<file path="src/flash_seq_cfg.svh">
// Offsets, field positions, reset values and counts of the flash sequencer.
// Assumes inclusion by bare name from every design file that needs them.
`ifndef FLASH_SEQ_CFG_SVH
`define FLASH_SEQ_CFG_SVH

// Register offsets on the 4-bit register port
`define OFF_CONFIG       4'h0
`define OFF_FAULT_CONFIG 4'h1
`define OFF_STATUS       4'h2
`define OFF_FAULT_STATUS 4'h3
`define OFF_SECURITY     4'h4
`define OFF_PARAM_INDEX  4'h5
`define OFF_PARAM_WORD   4'h6
`define OFF_PROTECTION   4'h7

// Field positions
`define BIT_CMD_COMPLETE_IRQ_EN     7
`define BIT_DOUBLE_FAULT_IRQ_EN    1
`define BIT_SINGLE_FAULT_IRQ_EN    0
`define BIT_CMD_COMPLETE_FLAG     7
`define BIT_ACCESS_ERROR_FLAG   5
`define BIT_PROTECTION_VIOLATION_FLAG   4
`define BIT_MGHI     1
`define BIT_MGLO     0
`define BIT_DOUBLE_FAULT_FLAG    1
`define BIT_SINGLE_FAULT_FLAG    0
`define BIT_PROT_EN  7

// Command codes and security encodings
`define CMD_ERASE_SECTOR 8'h12
`define CMD_VERIFY_ALL   8'h01
`define CMD_VERIFY_KEY   8'h0C
`define SEC_UNSECURED    2'h2
`define BACKDOOR_KEY_ENABLE_ENABLED    2'h2
`define KEY_ALL_ZERO     16'h0000
`define KEY_ALL_ONE      16'hFFFF

// Reset values
`define SEC_RESET        8'hFF
`define PROT_RESET       8'h00

// Init counter value that ends the reset initialization sequence, one less than its cycles
`define INIT_CYCLES      8'h10

`endif

</file>
<file path="src/flash_seq_pkg.sv">
// Types shared by the flash sequencer modules.
// Assumes nothing of its surroundings.
package flash_seq_pkg;

	typedef enum logic [2:0] {
		ST_INIT,
		ST_IDLE,
		ST_ERASE,
		ST_VERIFY,
		ST_KEY,
		ST_VALL
	} seq_state_e;

	typedef enum logic [1:0] {
		KS_IDLE,
		KS_COMPARE,
		KS_DONE
	} key_state_e;

endpackage : flash_seq_pkg

</file>
<file path="src/key_check_if.sv">
// Carrier between the sequencer and the backdoor key checker.
// Assumes both ends share one clock.
interface key_check_if;
	logic        start;
	logic [63:0] presented;
	logic [63:0] stored;
	logic        busy;
	logic        done;
	logic        match;
	logic        locked;

	modport ctrl (
		output start, presented, stored,
		input  busy, done, match, locked
	);
	modport chk (
		input  start, presented, stored,
		output busy, done, match, locked
	);
endinterface : key_check_if

</file>
<file path="src/key_check.sv">
// Backdoor key comparison, one 16-bit key per cycle.
// Assumes start is a one-cycle pulse issued only while not busy or locked.
`include "flash_seq_cfg.svh"

module key_check (
	// Clock and reset
	input wire logic clk,
	input wire logic reset,
	// Sequencer side
	key_check_if.chk kc
);

	flash_seq_pkg::key_state_e stateReg, stateNext;
	logic [1:0]                idxReg, idxNext;
	logic                      matchReg, matchNext;
	logic                      lockReg, lockNext;
	logic [15:0]               keyP;
	logic [15:0]               keyS;
	logic                      keyOk;

	assign keyP = kc.presented[{idxReg, 4'h0} +: 16];
	assign keyS = kc.stored[{idxReg, 4'h0} +: 16];
	// Blank-looking keys never unlock, whatever is stored
	assign keyOk = (keyP == keyS) && (keyS != `KEY_ALL_ZERO)
		&& (keyS != `KEY_ALL_ONE);

	always_comb begin
		stateNext = stateReg;
		idxNext   = idxReg;
		matchNext = matchReg;
		lockNext  = lockReg;
		unique case (stateReg)
			flash_seq_pkg::KS_IDLE: begin
				if (kc.start) begin
					stateNext = flash_seq_pkg::KS_COMPARE;
					idxNext   = 2'h0;
					matchNext = 1'b1;
				end
			end
			flash_seq_pkg::KS_COMPARE: begin
				matchNext = matchReg && keyOk;
				idxNext   = idxReg + 2'h1;
				if (idxReg == 2'h3) begin
					stateNext = flash_seq_pkg::KS_DONE;
				end
			end
			flash_seq_pkg::KS_DONE: begin
				stateNext = flash_seq_pkg::KS_IDLE;
				// Only a reset lifts the lock
				if (!matchReg) begin
					lockNext = 1'b1;
				end
			end
		endcase
	end

	always_ff @(posedge clk) begin
		if (reset) begin
			stateReg <= flash_seq_pkg::KS_IDLE;
			idxReg   <= 2'h0;
			matchReg <= 1'b0;
			lockReg  <= 1'b0;
		end else begin
			stateReg <= stateNext;
			idxReg   <= idxNext;
			matchReg <= matchNext;
			lockReg  <= lockNext;
		end
	end

	assign kc.busy   = (stateReg != flash_seq_pkg::KS_IDLE);
	assign kc.done   = (stateReg == flash_seq_pkg::KS_DONE);
	assign kc.match  = matchReg;
	assign kc.locked = lockReg;

endmodule : key_check

</file>
<file path="src/erase_check.sv">
// Launch checks of the sector erase command, purely combinational.
// Assumes parameter words are stable during the launch cycle.
module erase_check #(
	parameter logic [1:0]  EE_HI       = 2'h0,
	parameter logic [15:0] EE_BASE     = 16'h0400,
	parameter logic [15:0] EE_SIZE     = 16'h0400,
	parameter int          SECTOR_BITS = 2
) (
	// Command parameters
	input  wire logic [2:0]  paramIndex,
	input  wire logic [15:0] cmdWord,
	input  wire logic [15:0] addrWord,
	// Mode and protection
	input  wire logic        modeOk,
	input  wire logic        protEnable,
	input  wire logic [6:0]  protSectors,
	// Results
	output logic             access_error_flag,
	output logic             protErr
);

	logic [15:0] offset;
	logic [15:0] sector;
	logic [16:0] addrEnd;
	logic        addrBad;

	assign offset  = addrWord - EE_BASE;
	// Whole offset kept, so a far sector never wraps into a low one
	assign sector  = offset >> SECTOR_BITS;
	assign addrEnd = {1'b0, EE_BASE} + {1'b0, EE_SIZE};
	assign addrBad = (cmdWord[7:0] != {6'h00, EE_HI})
		|| (addrWord < EE_BASE) || ({1'b0, addrWord} >= addrEnd);

	assign access_error_flag = (paramIndex != 3'h1)
		|| !modeOk
		|| addrBad
		|| addrWord[0];
	// Lowest sectors up to the boundary are protected
	assign protErr = protEnable && (sector < {9'h000, protSectors});

endmodule : erase_check

</file>
<file path="src/flash_sequencer.sv">
// Flash command sequencer: sector erase, interrupts, stop, security.
// Assumes the array answers each request with a one-cycle done pulse.
`include "flash_seq_cfg.svh"

module flash_sequencer #(
	parameter logic [1:0]  EE_HI       = 2'h0,
	parameter logic [15:0] EE_BASE     = 16'h0400,
	parameter logic [15:0] EE_SIZE     = 16'h0400,
	parameter int          SECTOR_BITS = 2
) (
	// Clock and reset
	input  wire logic        clk,
	input  wire logic        reset,
	// Register port
	input  wire logic [3:0]  regAddr,
	input  wire logic [15:0] regWrData,
	input  wire logic        regWr,
	input  wire logic        regRd,
	output logic      [15:0] regRdData,
	// Mode and system
	input  wire logic        specialMode,
	input  wire logic        eraseAllowed,
	input  wire logic        stopReq,
	output logic             stopAck,
	output logic             secured,
	output logic             readBlocked,
	// Interrupt requests
	output logic             cmdIrq,
	output logic             errIrq,
	// Flash array
	input  wire logic [7:0]  secByte,
	input  wire logic [63:0] storedKeys,
	input  wire logic        eccSingleFault,
	input  wire logic        eccDoubleFault,
	output logic             eraseReq,
	output logic             verifyReq,
	output logic             verifyAllReq,
	output logic      [17:0] eraseAddr,
	input  wire logic        arrayDone,
	input  wire logic        arrayReadErr,
	input  wire logic        arrayDblErr,
	input  wire logic        arrayBlank
);

	key_check_if kc ();

	flash_seq_pkg::seq_state_e stateReg, stateNext;
	logic [7:0]  initCntReg, initCntNext;
	logic        ccifReg, ccifNext;
	logic        accerrReg, accerrNext;
	logic        fpviolReg, fpviolNext;
	logic        mgHiReg, mgHiNext;
	logic        mgLoReg, mgLoNext;
	logic        dfdReg, dfdNext;
	logic        sfdReg, sfdNext;
	logic        ccieReg, ccieNext;
	logic [1:0]  faultEnReg, faultEnNext;
	logic [7:0]  secReg, secNext;
	logic [7:0]  protReg, protNext;
	logic [2:0]  idxReg, idxNext;
	logic [15:0] paramReg [0:5];
	logic [15:0] paramNext [0:5];
	logic [15:0] rdDataReg, rdDataNext;
	logic        keyStart;
	logic        launch;
	logic        chkAcc;
	logic        chkProt;
	logic [7:0]  cmdCode;
	logic        wrStatus;
	logic        wrFault;

	erase_check #(
		.EE_HI       (EE_HI),
		.EE_BASE     (EE_BASE),
		.EE_SIZE     (EE_SIZE),
		.SECTOR_BITS (SECTOR_BITS)
	) u_check (
		.paramIndex  (idxReg),
		.cmdWord     (paramReg[0]),
		.addrWord    (paramReg[1]),
		.modeOk      (eraseAllowed),
		.protEnable  (protReg[`BIT_PROT_EN]),
		.protSectors (protReg[6:0]),
		.access_error_flag      (chkAcc),
		.protErr     (chkProt)
	);

	key_check u_key (
		.clk   (clk),
		.reset (reset),
		.kc    (kc)
	);

	assign kc.start     = keyStart;
	assign kc.presented = {paramReg[4], paramReg[3], paramReg[2], paramReg[1]};
	assign kc.stored    = storedKeys;

	assign cmdCode  = paramReg[0][15:8];
	assign wrStatus = regWr && (regAddr == `OFF_STATUS);
	assign wrFault  = regWr && (regAddr == `OFF_FAULT_STATUS);
	// Launch only from idle; launch writes to a busy sequencer are dropped
	assign launch   = wrStatus && regWrData[`BIT_CMD_COMPLETE_FLAG] && ccifReg
		&& (stateReg == flash_seq_pkg::ST_IDLE);

	// Register writes, flags and command sequencing
	always_comb begin
		// Clears come first so that a same-cycle set wins
		stateNext   = stateReg;
		initCntNext = initCntReg;
		ccifNext    = ccifReg;
		accerrNext  = accerrReg && !(wrStatus && regWrData[`BIT_ACCESS_ERROR_FLAG]);
		fpviolNext  = fpviolReg && !(wrStatus && regWrData[`BIT_PROTECTION_VIOLATION_FLAG]);
		mgHiNext    = mgHiReg;
		mgLoNext    = mgLoReg;
		dfdNext     = (dfdReg && !(wrFault && regWrData[`BIT_DOUBLE_FAULT_FLAG]))
			|| eccDoubleFault;
		sfdNext     = (sfdReg && !(wrFault && regWrData[`BIT_SINGLE_FAULT_FLAG]))
			|| eccSingleFault;
		ccieNext    = ccieReg;
		faultEnNext = faultEnReg;
		secNext     = secReg;
		protNext    = protReg;
		idxNext     = idxReg;
		keyStart    = 1'b0;
		paramNext   = paramReg;
		if (regWr) begin
			unique case (regAddr)
				`OFF_CONFIG: ccieNext = regWrData[`BIT_CMD_COMPLETE_IRQ_EN];
				`OFF_FAULT_CONFIG: faultEnNext = regWrData[1:0];
				`OFF_PROTECTION: protNext = regWrData[7:0];
				`OFF_PARAM_INDEX: idxNext = regWrData[2:0];
				`OFF_PARAM_WORD: begin
					if (ccifReg && idxReg < 3'h6) begin
						paramNext[idxReg] = regWrData;
					end
				end
				default: ;
			endcase
		end
		unique case (stateReg)
			flash_seq_pkg::ST_INIT: begin
				ccifNext    = 1'b0;
				initCntNext = initCntReg + 8'h01;
				if (initCntReg == `INIT_CYCLES) begin
					// Security byte only ever enters here
					secNext   = secByte;
					ccifNext  = 1'b1;
					stateNext = flash_seq_pkg::ST_IDLE;
				end
			end
			flash_seq_pkg::ST_IDLE: begin
				if (launch) begin
					mgHiNext = 1'b0;
					mgLoNext = 1'b0;
					if (cmdCode == `CMD_ERASE_SECTOR) begin
						if (chkAcc) begin
							accerrNext = 1'b1;
						end else if (chkProt) begin
							fpviolNext = 1'b1;
						end else begin
							ccifNext  = 1'b0;
							stateNext = flash_seq_pkg::ST_ERASE;
						end
					end else if (cmdCode == `CMD_VERIFY_KEY) begin
						if (idxReg != 3'h4 || kc.locked
							|| secReg[7:6] != `BACKDOOR_KEY_ENABLE_ENABLED) begin
							accerrNext = 1'b1;
						end else begin
							ccifNext  = 1'b0;
							keyStart  = 1'b1;
							stateNext = flash_seq_pkg::ST_KEY;
						end
					end else if (cmdCode == `CMD_VERIFY_ALL) begin
						if (idxReg != 3'h0) begin
							accerrNext = 1'b1;
						end else begin
							ccifNext  = 1'b0;
							stateNext = flash_seq_pkg::ST_VALL;
						end
					end else begin
						accerrNext = 1'b1;
					end
				end
			end
			flash_seq_pkg::ST_ERASE: begin
				if (arrayDone) begin
					stateNext = flash_seq_pkg::ST_VERIFY;
				end
			end
			flash_seq_pkg::ST_VERIFY: begin
				if (arrayDone) begin
					mgHiNext  = arrayReadErr || !arrayBlank;
					mgLoNext  = arrayDblErr || !arrayBlank;
					ccifNext  = 1'b1;
					stateNext = flash_seq_pkg::ST_IDLE;
				end
			end
			flash_seq_pkg::ST_KEY: begin
				if (kc.done) begin
					// Only the register copy changes, never the stored byte
					if (kc.match) begin
						secNext[1:0] = `SEC_UNSECURED;
					end else begin
						accerrNext = 1'b1;
					end
					ccifNext  = 1'b1;
					stateNext = flash_seq_pkg::ST_IDLE;
				end
			end
			flash_seq_pkg::ST_VALL: begin
				if (arrayDone) begin
					mgHiNext = arrayReadErr || !arrayBlank;
					mgLoNext = arrayDblErr || !arrayBlank;
					if (specialMode && arrayBlank) begin
						secNext[1:0] = `SEC_UNSECURED;
					end
					ccifNext  = 1'b1;
					stateNext = flash_seq_pkg::ST_IDLE;
				end
			end
		endcase
	end

	// Synchronous reset drops any request mid-command
	always_ff @(posedge clk) begin
		if (reset) begin
			stateReg   <= flash_seq_pkg::ST_INIT;
			initCntReg <= 8'h00;
			ccifReg    <= 1'b0;
			accerrReg  <= 1'b0;
			fpviolReg  <= 1'b0;
			mgHiReg    <= 1'b0;
			mgLoReg    <= 1'b0;
			dfdReg     <= 1'b0;
			sfdReg     <= 1'b0;
			ccieReg    <= 1'b0;
			faultEnReg <= 2'h0;
			secReg     <= `SEC_RESET;
			protReg    <= `PROT_RESET;
			idxReg     <= 3'h0;
			paramReg   <= '{default: 16'h0000};
			rdDataReg  <= 16'h0000;
		end else begin
			stateReg   <= stateNext;
			initCntReg <= initCntNext;
			ccifReg    <= ccifNext;
			accerrReg  <= accerrNext;
			fpviolReg  <= fpviolNext;
			mgHiReg    <= mgHiNext;
			mgLoReg    <= mgLoNext;
			dfdReg     <= dfdNext;
			sfdReg     <= sfdNext;
			ccieReg    <= ccieNext;
			faultEnReg <= faultEnNext;
			secReg     <= secNext;
			protReg    <= protNext;
			idxReg     <= idxNext;
			paramReg   <= paramNext;
			rdDataReg  <= rdDataNext;
		end
	end

	// Read data, valid only the cycle after the strobe
	always_comb begin
		rdDataNext = 16'h0000;
		if (regRd) begin
			unique case (regAddr)
				`OFF_CONFIG: rdDataNext = {8'h00, ccieReg, 7'h00};
				`OFF_FAULT_CONFIG: rdDataNext = {14'h0000, faultEnReg};
				`OFF_STATUS: rdDataNext = {8'h00, ccifReg, 1'b0, accerrReg,
					fpviolReg, 2'h0, mgHiReg, mgLoReg};
				`OFF_FAULT_STATUS: rdDataNext = {14'h0000, dfdReg, sfdReg};
				`OFF_SECURITY: rdDataNext = {8'h00, secReg};
				`OFF_PROTECTION: rdDataNext = {8'h00, protReg};
				`OFF_PARAM_INDEX: rdDataNext = {13'h0000, idxReg};
				`OFF_PARAM_WORD: begin
					if (idxReg < 3'h6) begin
						rdDataNext = paramReg[idxReg];
					end
				end
				default: rdDataNext = 16'h0000;
			endcase
		end
	end

	assign regRdData = rdDataReg;
	// Levels, no latching: wake from wait relies on cmdIrq
	assign cmdIrq = ccifReg && ccieReg;
	assign errIrq = (dfdReg && faultEnReg[`BIT_DOUBLE_FAULT_IRQ_EN])
		|| (sfdReg && faultEnReg[`BIT_SINGLE_FAULT_IRQ_EN]);
	// Stop granted only with no command in flight
	assign stopAck     = stopReq && ccifReg;
	assign secured     = (secReg[1:0] != `SEC_UNSECURED);
	assign readBlocked = kc.busy;
	assign eraseReq     = (stateReg == flash_seq_pkg::ST_ERASE);
	assign verifyReq    = (stateReg == flash_seq_pkg::ST_VERIFY);
	assign verifyAllReq = (stateReg == flash_seq_pkg::ST_VALL);
	assign eraseAddr    = {paramReg[0][1:0], paramReg[1][15:1], 1'b0};
endmodule : flash_sequencer

</file>
<file path="config.mk">
export PLATFORM = sky130hd
export DESIGN_NAME = flash_sequencer
export DESIGN_NICKNAME = d
export VERILOG_FILES = /design/src/flash_seq_pkg.sv /design/src/key_check_if.sv /design/src/key_check.sv /design/src/erase_check.sv /design/src/flash_sequencer.sv
export VERILOG_INCLUDE_DIRS = /design/src
export SDC_FILE = /design/constraint.sdc
export NUM_CORES = 1
export LEC_CHECK = 0
export BUFFER_PORTS_ARGS = -buffer_cell sky130_fd_sc_hd__buf_2
export CORE_MARGIN = 2
export CORE_UTILIZATION = 51
export CTS_CLUSTER_SIZE = 40
export DETAILED_ROUTE_END_ITERATION = 10
export PLACE_DENSITY_LB_ADDON = 0.05
export SETUP_SLACK_MARGIN = 0.15
export SYNTH_ARGS = -nofsm -noshare
export SYNTH_HDL_FRONTEND = slang
export SYNTH_SLANG_ARGS = --single-unit
export TNS_END_PERCENT = 1
</file>
<file path="constraint.sdc">
create_clock -name clk -period 2.2 [get_ports clk]
set_clock_uncertainty 0.1 [all_clocks]
set_input_delay 0.44 -clock clk [delete_from_list [all_inputs] [get_ports clk]]
set_output_delay 0.44 -clock clk [all_outputs]
set_load 0.02 [all_outputs]
</file>
# Yosys cells after proc, flatten, opt, wreduce, memory -nomap -nowiden
# Cells that the tools add are included.
[word_totals]
output_inout_bits = 42
inputBits = 105
regBits = 158
wordCells = 219
[op_classes]
eq_ne = 40
mux = 71
n_shift = 2
bitwise = 3
magnitude_cmp = 6
n_addsub = 3
n_reduce_logical = 68
[ops]
columns = ["op", "count"]
rows = [
  ["16-bit case mux with 8 select lines", 1],
  ["64-bit by 7-bit indexed part select with 16-bit output", 2],
  ["96-bit bitwise mux", 1],
  ["16-bit two-way mux", 4],
  ["16-bit binary-select mux with 3-bit select", 1],
  ["16-bit demux with 3-bit select", 1],
  ["3-bit two-way mux", 12],
  ["1-bit two-way mux", 34],
  ["1-bit logical AND", 24],
  ["16-bit == test", 1],
  ["4-bit by 3-bit == test with 1-bit output (second input constant)", 4],
  ["8-bit by 5-bit == test with 1-bit output (second input constant)", 2],
  ["16-bit by 12-bit greater-or-equal comparator with 1-bit output (second input constant)", 1],
  ["16-bit by 11-bit less-than comparator with 1-bit output (second input constant)", 1],
  ["2-bit two-way mux", 8],
  ["16-bit != test (second input constant)", 1],
  ["2-bit AND reduction", 8],
  ["16-bit nonzero test", 1],
  ["16-bit by 11-bit subtractor with 16-bit output (second input constant)", 1],
  ["3-bit case mux with 5 select lines", 1],
  ["14-bit by 7-bit less-than comparator with 1-bit output", 1],
  ["1-bit logical OR", 12],
  ["2-bit by 1-bit != test with 1-bit output (second input constant)", 6],
  ["2-bit != test (second input constant)", 6],
  ["other kinds (37)", 59],
]

# Longest topological paths before layout
[depth]
ltp_word = 11
mapped_depth = 13
ltp_nobuf = 9

# By module
# From an unflattened synthesis, not the netlist that was laid out.
[unflattened]
cells_unflattened = 941
hier_area_um2 = 8635.8
[modules_own_cells]
columns = ["module", "area_each_um2", "instances", "cells_per_inst", "seq_area_each_um2"]
rows = [
  ["flash_sequencer", 6977.9, 1, 802, 3042.9],
  ["key_check", 1431.4, 1, 107, 120.1],
  ["erase_check", 226.5, 1, 32, 0.0],
]

# Least setup slack after synthesis
# OpenSTA, ideal clock, no wires.
[synth_timing]
kind = "reg-to-reg"
from = "register u_key.idxReg[0]"
to = "register u_key.matchReg (netlist: u_key.kc.match)"
synth_period_minus_slack_ns = 2.352
path_slack_ns = -0.152
setup_ns = 0.074
stages_incl_launch_ff = 9
path_buffers = 3
required_time_ns = 2.026
t_arrival_ns = 2.177
cell_sequence = "dfxtp_1 > buf_2 > buf_2 > buf_2 > mux4_2 > xor2_1 > nor4_1 > nand4_1 > o21ai_0"
[synth_between]
elab_chain_len = 6
word_cells_on_any_way = 9
cone_classes = "2 x eq/ne; 2 x shift; 1 x mux; 4 x reduce/logical"
[synth_lines]
columns = ["item", "line_no", "rtl"]
rows = [
  ["start, declared", "key_check.sv:14", "logic [1:0] idxReg, idxNext;"],
  ["start signal, assigned", "key_check.sv:65", "idxReg <= idxNext;"],
  ["64-bit by 7-bit indexed part select with 16-bit output, on equally long branches", "key_check.sv:21, key_check.sv:22", ""],
  ["16-bit == test or 16-bit nonzero test (tied branches)", "--", ""],
  ["1-bit logical AND", "key_check.sv:24", "assign keyOk = (keyP == keyS) && (keyS != `KEY_ALL_ZERO)"],
  ["1-bit logical AND *", "key_check.sv:24", ""],
  ["1-bit logical AND *", "key_check.sv:41", "matchNext = matchReg && keyOk;"],
  ["1-bit case mux with 2 select lines *", "key_check.sv:32", "unique case (stateReg)"],
  ["end signal, assigned", "key_check.sv:66", "matchReg <= matchNext;"],
  ["end, declared", "key_check.sv:15", "logic matchReg, matchNext;"],
]
# Mark *: on every way between the ends. The rest lies on a longest branch, timed or not.
# A chain may end at the register's enable or synchronous reset.

# Worst setup path in the final report
# Ends and elaborated chain as after synthesis.

==> metrics <==
status finished clean; Die Area 17700 um2; # DRC 0; RSZ-0062 raised after global routing yes; Ys Warns 0; Wirelength per Cell 19.2 um; worst reg-to-reg path cell count 8; ANT cells 0; CTS buffer count 17; CP Launch Type register; Hold Vio Cnt, Final 0; initial core utilization 51.7%; H-Tree Depth 4; WHS Path Cells 3; Mean Syn Cell Area 8.53 um2; chip height 133 um; pre-CTS setup slack -0.0272 ns; Crit path max-delay family multiplexers; Final setup viols 0; Leak 4.05 nW; Congestion Overflow GR 0; CTS Sinks 158; antenna-violating nets left 0; CTS tree yes; post-synth top area share 37.1%; flops & latches, synth 158; top post-synthesis cells by count nand2_1 (190), dfxtp_1 (158), a21oi_1 (105); Detailed Route WL 26.7 mm; Initial DRC Count 902; synth top area cells dfxtp_1 (37%), mux4_2 (8.7%), nand2_1 (8.4%); detailed placement HPWL 19.2 mm; Post-synth EDFFs 0; stages on the worst setup path 8; Worst Hold Class input port to register; vias in the first global route 7413; clock period minus worst slack 2.20 ns; Final #Nets 1273; Worst R2R Setup Slack 0.004 ns; PortBufs 145; initial antenna violation count 0; dominant cell by count in the synthesized netlist nand2_1; Design Area, Final 10600 um2; Final period util 99.8%; area growth from synthesis to layout 24.4%; PD cells 626 nW/um2; largest area contributor in the netlist dfxtp_1; CP max stage cell mux4_2; largest net degree at the start of global routing 61; CP Max Fanout 7; worst endpoint required time 2.46 ns; dpl cell area 9720 um2; fmax 455 MHz; chip width 133 um; peak per-stage delay on the critical path 0.55 ns; vias per std cell 5.79; final worst setup slack 0.00399 ns; clock latency on the worst-skew pair 0.43 ns; Syn Inst Count 998; gr usage total 29.7%; Post-Syn Area 8520 um2; worst path cell trace buf_12 -> buf_8 -> buf_4 -> mux4_2 -> xor2_1 -> nor4_2 -> nand4_1 -> o21ai_1; Primary FF master, synth dfxtp_1; max_slew headroom 62.1%; total number of vias 8042; WP buf/inv 3; Hold Buf Count CTS 0; Root Buffer clkbuf_16; critical path endpoint category register; FP Rows 47; asr flop ratio synth 0%; Max clock buf depth 2; Synth Net Count 1115; Slew @ Worst Pin 0.563 ns; core area 16500 um2; I/O Pins 147; Clk pin slew, worst setup/hold paths 0.07 ns; count of cell types in the netlist 59; VDD IR max 520 uV; Initial DRT Pass Iterations 5; global-route wire length before repair 40.7 mm; CP arrival 2.46 ns; worst hold margin 0.103 ns; Crit Path Class register to register; maxcap violations 0; Setup TNS Final 0 ns; routability cong. 0.885; Final Max Slew Viols 0; proportion of layout cells with a drive suffix above 1 29.8%; sequential element share of the synthesized area 37.1%
## stage by stage
stage / utilization (%) / power [mW] / cells
after global routing: 64.3 / 6.84 / 1389
after CTS: 63.7 / 6.65 / 1389
after detailed placement: 59.1 / 3.61 / 1345
after global placement: 59.1 / 3.61 / 1345
after floorplan: - / 3.36 / 998
final: 64.3 / 6.63 / 1389
## layer usage
| layer | GRT usage [%] | vias up | part of all wire, % |
|---|---|---|---|
| met5 | 0 | - | 0 |
| met4 | 7.51 | 0 | 1.9 |
| met3 | 6.70 | 40 | 8.1 |
| met2 | 47.8 | 346 | 46 |
| met1 | 40.7 | 3833 | 44 |
| li1 | - | 3823 | - |
## worst register-to-register path, stage by stage, from the launching register on
cell and delay, ns:
dfxtp_4 0.38, buf_12 0.14, buf_8 0.14, buf_4 0.12
mux4_2 0.55, xor2_1 0.18, nor4_2 0.24, nand4_1 0.19
o21ai_1 0.11
## what timing repair did
item                       4_1_cts  5_1_grt
setup buffers                   11        0
pin swaps                        3       10
gates cloned                     1        0
setup endpoints to repair       10       19
resized for setup               11       28
## cells by family (layout without fill, tap and decap cells)
family          Yosys count  count (layout)  synth area share, %
buf+inv                 112             283                 6.63
simple gates            401             401                 21.6
xor+xnor                 23              23                 2.37
mux                     100             100                 16.8
other cells               1               1               0.0440
fa+ha+maj                12              12                 1.76
flops                   158             158                 37.1
compound gates          191             191                 13.7
## placed cells by master, fill, tap and decap left out, drive strengths merged, types with 12 or more instances in the layout
cell type	synthesis	layout
inv	20	26
nand2b	12	12
nand3	27	27
nor4	12	12
nand2	191	191
buf	47	231
clkbuf	45	19
dfxtp	158	158
mux4	33	33
a22oi	13	13
o22ai	13	13
a21oi	105	105
mux2	12	12
nor2	95	95
ha	12	12
xnor2	14	14
mux2i	55	55
nand4	13	13
## power by group
group | internal [mW] | switching (mW) | leakage [nW]
registers | 2.90 | 0.0577 | 1.28
clock network | 1.76 | 1.29 | 0.299
logic | 0.288 | 0.340 | 2.47
total | 4.95 | 1.69 | 4.05
## flip-flops by register name (all words and copies together) (netlist names), 3 cells and up
name	flops
secReg	8
paramReg	22
kc.presented	49
protReg	8
eraseAddr	17
idxReg	3
initCntReg	8
regRdData	16
cmdCode	8
stateReg	3
## area by class of cell
type	instances	area, um2
clock buffers	19	453
clock inverters	13	153
fillers	1458	5870
inverters	20	75.1
multi-input cells	728	4890
flip-flops and latches	158	3180
well taps	220	275
repair buffers	231	1570
## worst paths after layout
path / start / end
hold reg to reg: paramReg[0] / paramReg[0]
setup / recovery: u_key.idxReg[0] / u_key.kc.match
hold / removal: eccSingleFault / sfdReg
setup reg to reg: u_key.idxReg[0] / u_key.kc.match
(Power assumes the default switching activity.)
